===== src/design/alu_pkg.sv =====
// shared types and constants of the integer execution datapath
package alu_pkg;

    // ------------------------------------------------------------
    // operand widths and masks
    // ------------------------------------------------------------
    localparam int unsigned byte_msb    = 7;              // top bit of a byte operand
    localparam int unsigned word_msb    = 15;             // top bit of a word operand
    localparam int unsigned double_msb  = 31;             // top bit of a register pair
    localparam logic [31:0] byte_mask   = 32'h000000ff;   // byte lanes kept
    localparam logic [31:0] word_mask   = 32'h0000ffff;   // word lanes kept
    localparam logic [31:0] double_mask = 32'hffffffff;   // whole pair kept
    localparam logic [31:0] bool_true   = 32'h00000001;   // boolean one
    localparam logic [31:0] bool_false  = 32'h00000000;   // boolean zero

    // ------------------------------------------------------------
    // operations issued by the decoder
    // ------------------------------------------------------------
    typedef enum logic [4:0] {
        move_sized          = 5'h00,
        move_byte_sign_ext  = 5'h01,
        move_byte_zero_ext  = 5'h02,
        move_word_sign_ext  = 5'h03,
        move_word_zero_ext  = 5'h04,
        move_double         = 5'h05,
        add_sized           = 5'h06,
        add_carry_sized     = 5'h07,
        add_double          = 5'h08,
        mac_fractional      = 5'h09,
        mac_signed          = 5'h0a,
        mac_unsigned        = 5'h0b,
        mult_sized          = 5'h0c,
        mult_signed_byte    = 5'h0d,
        mult_signed_word    = 5'h0e,
        mult_unsigned_word  = 5'h0f,
        sub_sized           = 5'h10,
        sub_double          = 5'h11,
        sub_borrow_sized    = 5'h12,
        compare_sized       = 5'h13,
        compare_double      = 5'h14,
        branch_if_zero      = 5'h15,
        branch_if_nonzero   = 5'h16,
        and_sized           = 5'h17,
        and_double          = 5'h18,
        or_sized            = 5'h19,
        or_double           = 5'h1a,
        xor_sized           = 5'h1b,
        xor_double          = 5'h1c,
        save_condition      = 5'h1d
    } alu_op_t;

    // operand size for the sized forms
    typedef enum logic [1:0] {
        size_byte   = 2'h0,
        size_word   = 2'h1,
        size_double = 2'h2
    } op_size_t;

    // condition selector
    typedef enum logic [3:0] {
        cond_eq = 4'h0, cond_ne = 4'h1, cond_cs = 4'h2, cond_cc = 4'h3,
        cond_hi = 4'h4, cond_ls = 4'h5, cond_gt = 4'h6, cond_le = 4'h7,
        cond_fs = 4'h8, cond_fc = 4'h9, cond_lo = 4'ha, cond_hs = 4'hb,
        cond_lt = 4'hc, cond_ge = 4'hd
    } cond_t;

    // ------------------------------------------------------------
    // carriers
    // ------------------------------------------------------------
    typedef struct packed {
        alu_op_t     op;        // operation
        op_size_t    size;      // byte or word for sized forms
        cond_t       cond;      // condition for save_condition
        logic        use_imm;   // second operand is the immediate
        logic [31:0] dest;      // {higher reg, lower reg} of destination
        logic [31:0] src;       // {higher reg, lower reg} of source
        logic [15:0] src2;      // second source of the accumulates
        logic [31:0] imm;       // immediate constant
    } request_t;

    typedef struct packed {
        logic carry;            // carry out or borrow
        logic zero;             // result or difference is zero
        logic neg;              // signed less-than from compare
        logic low;              // unsigned less-than from compare
        logic ovf;              // signed overflow
    } flags_t;

    typedef struct packed {
        logic        valid;         // answer present
        logic [31:0] result;        // {high word, low word}
        logic        wr_lo;         // write lower register
        logic        wr_hi;         // write higher register
        logic        branch_taken;  // compare-with-zero decision
    } answer_t;

    localparam flags_t  flags_reset  = '0;   // flags after reset
    localparam answer_t answer_reset = '0;   // idle answer

endpackage


===== src/design/risc_integer_alu_datapath.sv =====
// integer execution datapath: moves, add, subtract, compare, multiply, logic, conditions
//
// Overview of operation
// RL1: sized operations come in byte and word forms
// RL2: condition selector picks tested condition from set
// RL3: sign-extend byte to word, word to pair
// RL4: zero-extend byte to word, word to pair
// RL5: load pair from immediate or another pair
// RL6: 32-bit add of pair with pair/immediate
// RL7: signed mac into pair, fractional Q15 variant
// RL8: unsigned mac adds product into pair
// RL9: sized multiply keeps 8 or 16 bits
// RL10: signed byte multiply gives full 16 bits
// RL11: word multiplies write full product to pair
// RL12: sized subtract writes destination minus source
// RL13: carry forms include previous carry or borrow
// RL14: 32-bit subtract of pair minus pair/immediate
// RL15: compares set flags, write no register
// RL16: branch when source equals or differs from zero
// RL17: sized AND into destination
// RL18: sized OR into destination
// RL19: sized XOR into destination
// RL20: 32-bit AND, OR, XOR on pairs
// RL21: save condition as one or zero
// RL22: pair low bits in lower register
// RL23: add, subtract, compare update status flags
`timescale 1ns/1ns
module risc_integer_alu_datapath (
    input  wire logic              sys_clk,     // core clock, 250 MHz
    input  wire logic              reset,       // synchronous, active high
    input  wire logic              req_valid,   // one-cycle issue strobe
    input  wire alu_pkg::request_t req,         // operation and operands
    input  wire logic              flags_load,  // status written by the core
    input  wire alu_pkg::flags_t   flags_in,    // value for flags_load
    output alu_pkg::answer_t       ans,         // registered answer
    output alu_pkg::flags_t        flags        // registered status flags
);

    // ------------------------------------------------------------
    // operand selection
    // ------------------------------------------------------------
    logic [31:0] opnd_a;          // destination value
    logic [31:0] opnd_b;          // source or immediate
    logic [31:0] mask;            // lanes of the chosen width
    logic [31:0] am;              // masked destination
    logic [31:0] bm;              // masked source
    int unsigned msb;             // top bit index of the width
    logic [32:0] sum;             // add with carry space
    logic [32:0] diff;            // subtract with borrow space
    logic        cin;             // carry/borrow fed in
    logic [15:0] mul_x;           // multiplier operand x
    logic [15:0] mul_y;           // multiplier operand y
    logic [31:0] prod_s;          // signed 16x16 product
    logic [31:0] prod_u;          // unsigned 16x16 product
    logic [15:0] prod_sb;         // signed 8x8 product
    logic        cond_true;       // selected condition holds
    logic        src_is_zero;     // compare-with-zero test
    alu_pkg::answer_t next_ans;   // answer for next edge
    alu_pkg::flags_t  next_flags; // flags for next edge

    // width follows the size field for sized forms, pair for double forms
    always_comb begin
        opnd_a = req.dest;                                         // RL22
        opnd_b = req.use_imm ? req.imm : req.src;                  // RL22
        case (req.op)
            alu_pkg::move_double, alu_pkg::add_double, alu_pkg::sub_double,
            alu_pkg::compare_double, alu_pkg::and_double, alu_pkg::or_double,
            alu_pkg::xor_double: begin
                mask = alu_pkg::double_mask;
                msb  = alu_pkg::double_msb;
            end
            default: begin
                if (req.size == alu_pkg::size_byte) begin            // RL1
                    mask = alu_pkg::byte_mask;
                    msb  = alu_pkg::byte_msb;
                end else begin                                       // RL1
                    mask = alu_pkg::word_mask;
                    msb  = alu_pkg::word_msb;
                end
            end
        endcase
        am = opnd_a & mask;
        bm = opnd_b & mask;
    end

    // ------------------------------------------------------------
    // adder, subtractor and multipliers
    // ------------------------------------------------------------
    // carry forms take the previous carry; borrow shares the carry flag
    always_comb begin
        cin  = ((req.op == alu_pkg::add_carry_sized) || (req.op == alu_pkg::sub_borrow_sized))
               ? flags.carry : 1'b0;                                // RL13
        sum  = {1'b0, am} + {1'b0, bm} + {32'h00000000, cin};       // RL6 RL13
        diff = {1'b0, am} - {1'b0, bm} - {32'h00000000, cin};       // RL12 RL14 RL13
        // accumulates use the two sources, word multiplies use the low dest word
        if ((req.op == alu_pkg::mac_fractional) || (req.op == alu_pkg::mac_signed) ||
            (req.op == alu_pkg::mac_unsigned)) begin
            mul_x = req.src[15:0];
            mul_y = req.src2;
        end else begin
            mul_x = opnd_a[15:0];                                    // RL11
            mul_y = opnd_b[15:0];
        end
        prod_s  = 32'($signed(mul_x) * $signed(mul_y));
        prod_u  = 32'(mul_x * mul_y);
        prod_sb = 16'($signed(opnd_a[7:0]) * $signed(opnd_b[7:0]));  // RL10
    end

    // ------------------------------------------------------------
    // condition evaluation
    // ------------------------------------------------------------
    // conditions read the flags left by the previous operation
    always_comb begin
        case (req.cond)                                              // RL2
            alu_pkg::cond_eq: cond_true = flags.zero;
            alu_pkg::cond_ne: cond_true = !flags.zero;
            alu_pkg::cond_cs: cond_true = flags.carry;
            alu_pkg::cond_cc: cond_true = !flags.carry;
            alu_pkg::cond_hi: cond_true = !flags.low && !flags.zero;
            alu_pkg::cond_ls: cond_true = flags.low || flags.zero;
            alu_pkg::cond_gt: cond_true = !flags.neg && !flags.zero;
            alu_pkg::cond_le: cond_true = flags.neg || flags.zero;
            alu_pkg::cond_fs: cond_true = flags.ovf;
            alu_pkg::cond_fc: cond_true = !flags.ovf;
            alu_pkg::cond_lo: cond_true = flags.low;
            alu_pkg::cond_hs: cond_true = !flags.low;
            alu_pkg::cond_lt: cond_true = flags.neg;
            alu_pkg::cond_ge: cond_true = !flags.neg;
            default:          cond_true = 1'b0;   // undefined codes never hold
        endcase
        src_is_zero = ((req.src & mask) == alu_pkg::bool_false);     // RL16
    end

    // ------------------------------------------------------------
    // result and flag selection
    // ------------------------------------------------------------
    // sized results merge into dest so the untouched upper bits survive
    always_comb begin
        next_ans   = alu_pkg::answer_reset;
        next_flags = flags_load ? flags_in : flags;
        if (req_valid) begin
            next_ans.valid = 1'b1;
            next_ans.wr_lo = 1'b1;
            case (req.op)
                alu_pkg::move_sized:
                    next_ans.result = (opnd_a & ~mask) | bm;
                alu_pkg::move_byte_sign_ext:
                    next_ans.result = {opnd_a[31:16], {8{opnd_b[7]}}, opnd_b[7:0]};       // RL3
                alu_pkg::move_byte_zero_ext:
                    next_ans.result = {opnd_a[31:16], 8'h00, opnd_b[7:0]};                // RL4
                alu_pkg::move_word_sign_ext: begin
                    next_ans.result = {{16{opnd_b[15]}}, opnd_b[15:0]};                   // RL3
                    next_ans.wr_hi  = 1'b1;
                end
                alu_pkg::move_word_zero_ext: begin
                    next_ans.result = {16'h0000, opnd_b[15:0]};                           // RL4
                    next_ans.wr_hi  = 1'b1;
                end
                alu_pkg::move_double: begin
                    next_ans.result = opnd_b;                                             // RL5
                    next_ans.wr_hi  = 1'b1;
                end
                alu_pkg::add_sized, alu_pkg::add_carry_sized, alu_pkg::add_double: begin
                    next_ans.result   = (opnd_a & ~mask) | (sum[31:0] & mask);            // RL6 RL13
                    next_ans.wr_hi    = (req.op == alu_pkg::add_double);                  // RL6
                    next_flags.carry  = sum[msb+1];                                       // RL23
                    next_flags.zero   = ((sum[31:0] & mask) == alu_pkg::bool_false);      // RL23
                    next_flags.ovf    = (am[msb] == bm[msb]) && (sum[msb] != am[msb]);    // RL23
                end
                alu_pkg::sub_sized, alu_pkg::sub_borrow_sized, alu_pkg::sub_double: begin
                    next_ans.result   = (opnd_a & ~mask) | (diff[31:0] & mask);           // RL12 RL14
                    next_ans.wr_hi    = (req.op == alu_pkg::sub_double);                  // RL14
                    next_flags.carry  = diff[msb+1];                                      // RL23
                    next_flags.zero   = ((diff[31:0] & mask) == alu_pkg::bool_false);     // RL23
                    next_flags.ovf    = (am[msb] != bm[msb]) && (diff[msb] != am[msb]);   // RL23
                end
                alu_pkg::compare_sized, alu_pkg::compare_double: begin
                    next_ans.wr_lo   = 1'b0;                                              // RL15
                    next_flags.zero  = (am == bm);                                        // RL15 RL23
                    next_flags.low   = (am < bm);                                         // RL15 RL23
                    next_flags.neg   = (diff[msb] != ((am[msb] != bm[msb]) && (diff[msb] != am[msb])));
                end
                alu_pkg::mac_fractional: begin
                    next_ans.result = opnd_a + {prod_s[30:0], 1'b0};                      // RL7
                    next_ans.wr_hi  = 1'b1;
                end
                alu_pkg::mac_signed: begin
                    next_ans.result = opnd_a + prod_s;                                    // RL7
                    next_ans.wr_hi  = 1'b1;
                end
                alu_pkg::mac_unsigned: begin
                    next_ans.result = opnd_a + prod_u;                                    // RL8
                    next_ans.wr_hi  = 1'b1;
                end
                alu_pkg::mult_sized:
                    next_ans.result = (opnd_a & ~mask) | (prod_u & mask);                 // RL9
                alu_pkg::mult_signed_byte:
                    next_ans.result = {opnd_a[31:16], prod_sb};                           // RL10
                alu_pkg::mult_signed_word: begin
                    next_ans.result = prod_s;                                             // RL11
                    next_ans.wr_hi  = 1'b1;
                end
                alu_pkg::mult_unsigned_word: begin
                    next_ans.result = prod_u;                                             // RL11
                    next_ans.wr_hi  = 1'b1;
                end
                alu_pkg::branch_if_zero: begin
                    next_ans.wr_lo        = 1'b0;
                    next_ans.branch_taken = src_is_zero;                                  // RL16
                end
                alu_pkg::branch_if_nonzero: begin
                    next_ans.wr_lo        = 1'b0;
                    next_ans.branch_taken = !src_is_zero;                                 // RL16
                end
                alu_pkg::and_sized, alu_pkg::and_double: begin
                    next_ans.result = (opnd_a & ~mask) | (am & bm);                       // RL17 RL20
                    next_ans.wr_hi  = (req.op == alu_pkg::and_double);                    // RL20
                end
                alu_pkg::or_sized, alu_pkg::or_double: begin
                    next_ans.result = (opnd_a & ~mask) | (am | bm);                       // RL18 RL20
                    next_ans.wr_hi  = (req.op == alu_pkg::or_double);                     // RL20
                end
                alu_pkg::xor_sized, alu_pkg::xor_double: begin
                    next_ans.result = (opnd_a & ~mask) | (am ^ bm);                       // RL19 RL20
                    next_ans.wr_hi  = (req.op == alu_pkg::xor_double);                    // RL20
                end
                alu_pkg::save_condition:
                    next_ans.result = cond_true ? alu_pkg::bool_true : alu_pkg::bool_false; // RL21
                default: begin
                    // unknown codes answer without any write
                    next_ans.wr_lo = 1'b0;
                end
            endcase
        end
    end

    // ------------------------------------------------------------
    // answer and flag registers
    // ------------------------------------------------------------
    // a flag update by an issued operation wins over a core load
    always_ff @(posedge sys_clk) begin
        if (reset) begin
            ans   <= alu_pkg::answer_reset;
            flags <= alu_pkg::flags_reset;
        end else begin
            ans   <= next_ans;
            flags <= next_flags;
        end
    end
endmodule // risc_integer_alu_datapath


===== config.mk =====
export PLATFORM = sky130hd
export DESIGN_NAME = risc_integer_alu_datapath
export DESIGN_NICKNAME = d
export VERILOG_FILES = /design/src/design/alu_pkg.sv /design/src/design/risc_integer_alu_datapath.sv
export SDC_FILE = /design/constraint.sdc
export NUM_CORES = 2
export LEC_CHECK = 0
export ABC_CLOCK_PERIOD_IN_PS = 17600
export BUFFER_PORTS_ARGS = -buffer_cell sky130_fd_sc_hd__buf_2
export CORE_UTILIZATION = 55
export CTS_BUF_LIST = sky130_fd_sc_hd__clkbuf_16
export DETAILED_ROUTE_END_ITERATION = 10
export PLACE_DENSITY_LB_ADDON = 0.15
export SLEW_MARGIN = 20
export SYNTH_ARGS = -nofsm -noshare
export SYNTH_HDL_FRONTEND = slang
export SYNTH_SLANG_ARGS = --single-unit

===== constraint.sdc =====
create_clock -name sys_clk -period 17.6 [get_ports sys_clk]
set_input_delay 4.4 -clock sys_clk [delete_from_list [all_inputs] [get_ports sys_clk]]
set_output_delay 4.4 -clock sys_clk [all_outputs]
set_load 0.01 [all_outputs]

==> flow_summary.ini <==
[synthesis]
avgSynthCellArea_um2 = 7.75
synth.top_cell.area_share = 0.272
syn-instance-count = 4041
yosysUniqueCellTypes = 93
synth-edff-count = 0
synthAdderAreaFrac = 0.433
synth_compound_area_frac = 0.202
yosys.area.top_type = fa_1
synth-simple-area-share = 0.153
yosysSeqAreaShare = 0.0262
yosys-top-cells-count = inv_1, fa_1, nand2_1
synth_top_family_by_area = adder cells
synthMuxAreaShare = 0.0300
yosys_warnings = 0
synthTopCellsByArea = fa_1, ha_1, inv_1
ys.flop_type = dfxtp_1
syn-num-nets = 5004
synth_area_mm2 = 0.0313
synth_xor_area_frac = 0.0514
async_reset_ff_frac = 0
ys_ff_latch = 41
synth.most_common_cell = inv_1

[finish]
design_area_mm2 = 0.0331
fin_nets = 5080
fillers = 5465
syn_to_final_growth_pct = 5.63
final_cell_count_no_fill = 4879
layout-drive-gt1-share = 0.0704

[route]
via_count = 30500
drc_errors = 0
wire_per_inst_um = 24.7
wl_um = 121000
drtIter0Drc = 3735
viasPerCell = 6.25
dr.pass1.iters = 6
ant_nets = 0

[global_routing]
grt_antenna_before_repair = 7
grt_pass1_wl_um = 179000
overflow = 0
track_usage = 0.415
grt_start_max_net_pins = 59
grt_pass1_vias = 29100

[timing]
final-setup-viol-count = 0
finalCritPeriodShare = 0.874
tns_ns = 0
max_freq_mhz = 65.0
worst_pin_slew_ns = 1.23
fin_crit_ns = 15.39
hold_viol = 0
maxSlewViolCount = 0
clock_skew_ns = 0.0171
rsz0062_at_grt = false
slew_headroom = 0.183

[critical_path]
cp_slowest_cell = a21oi_1
start_kind = primary input
cp.arrival_ns = 15.58
crit_buf_inv = 7
cp-end-kind = register
path_class = in -> reg
cp_data_required_time_ns = 17.79
cp_max_fo = 58
crit_family = compound AO/OA/AOI/OAI gates
max_stage_delay_ns = 0.78

[status]
outcome = finished clean

[placement]
place_area_mm2 = 0.0329
placed_cells = 4866
hpwl_um = 102000
io_buffers = 173
place.gp.congestion = 1.03

[clocking]
clock_sinks = 41
worst_skew_pair.late_latency_ns = 0.32
cts_setup_buffers = 0
ctsResizeCount = 0
cts_tree = yes
cts.clk_slew.worst_paths_ns = 0.07
cts_htree_levels = 2
root_buffer = clkbuf_16
cts_hold_buf = 0
clockBufferDepth = 2
numCtsBuffers = 5

[die]
die_x_um = 241
core_mm2 = 0.0563
dieArea_mm2 = 0.0579
std_cell_rows = 87
die_h_um = 241
start_util = 0.557
pin_count = 174

[run]
maxCapViolCount = 0

[worst_hold_path]
hp-class = reg -> reg
## sequential cells by signal, summed over array words and instances (netlist names)
| name | count |
|---|---|
| ans | 36 |
| flags | 5 |
## worst paths after layout
check                 startpoint                  end  slack (ns)  cells past startpoint
max                     req[121]   ans[34]$_SDFF_PP0_        2.21                     42
min reg2reg  flags[2]$_SDFF_PP0_  flags[2]$_SDFF_PP0_        0.65                      2
min          flags[2]$_SDFF_PP0_  flags[2]$_SDFF_PP0_        0.65                      2
max reg2reg  flags[4]$_SDFF_PP0_  flags[3]$_SDFF_PP0_       12.15                     14
## metrics by stage
stage / setup WS, ns / util / hold slack (ns)
after floorplan: 3.53 / - / 0.595
after global placement: 2.18 / 0.585 / 0.649
after detailed placement: 2.16 / 0.585 / 0.621
after CTS: 2.46 / 0.588 / 0.637
after global routing: 1.60 / 0.588 / 0.684
final: 2.21 / 0.588 / 0.651
## placed cells by master (no fill, tap or decap), types with 14 or more instances in the layout
| cell | instances |
|---|---|
| o22ai_1 | 14 |
| o21ai_0 | 161 |
| fa_1 | 425 |
| a221o_1 | 16 |
| and3_1 | 20 |
| nand4_1 | 28 |
| and2_1 | 16 |
| nand3_1 | 57 |
| nor3_1 | 38 |
| dfxtp_1 | 41 |
| o221ai_1 | 19 |
| nor2_1 | 357 |
| a22oi_1 | 20 |
| nor2b_1 | 31 |
| xor2_1 | 50 |
| a21oi_1 | 249 |
| a221oi_1 | 44 |
| o21a_1 | 38 |
| a21o_1 | 95 |
| inv_1 | 708 |
| o211ai_1 | 29 |
| a31oi_1 | 47 |
| mux2i_1 | 59 |
| buf_4 | 41 |
| xnor2_1 | 134 |
| o21bai_1 | 32 |
| or2_2 | 15 |
| mux2_2 | 27 |
| o21ai_1 | 37 |
| ha_1 | 405 |
| buf_2 | 173 |
| nand2_1 | 413 |
| nand2b_1 | 33 |
| a211oi_1 | 21 |
| nor4_1 | 25 |
## final cells by class
class	instances	area, µm²	share of cell area
antenna	5	12.5	0.000378
clock buffer	5	125	0.00378
clock inverter	3	43.8	0.00132
inverter	713	2680	0.0809
multi-input combinational	3142	27300	0.825
sequential	41	821	0.0248
tap	756	946	0.0286
timing repair buffer	214	1170	0.0355
## cells by family after synthesis
logic type / after synthesis
XOR/XNOR: 184
flip-flops: 41
multiplexers: 89
AND/OR/NAND/NOR: 1084
adder cells (fa/ha/maj): 830
AO/OA/AOI/OAI: 955
buffers and inverters: 858
## worst register-to-register path: cells and delay by family, from the launching register on
family / cells / cell delay, ns
DFF: 1 / 0.57
and+or+nand+nor: 4 / 1.22
AOI/OAI and AO/OA: 8 / 2.53
adders and majority gates: 2 / 1.06
## metal layers
metal / vias to the layer above / track usage / routed length [µm]
li1: 13700 / - / -
met1: 14600 / 0.582 / 50200
met2: 1922 / 0.603 / 49500
met3: 329 / 0.108 / 15000
met4: 6 / 0.170 / 5740
met5: - / 0.0160 / 134
Power is left out: the tool's default activity adds up to more than one toggle a clock period on the data nets, which glitch-free logic cannot reach.
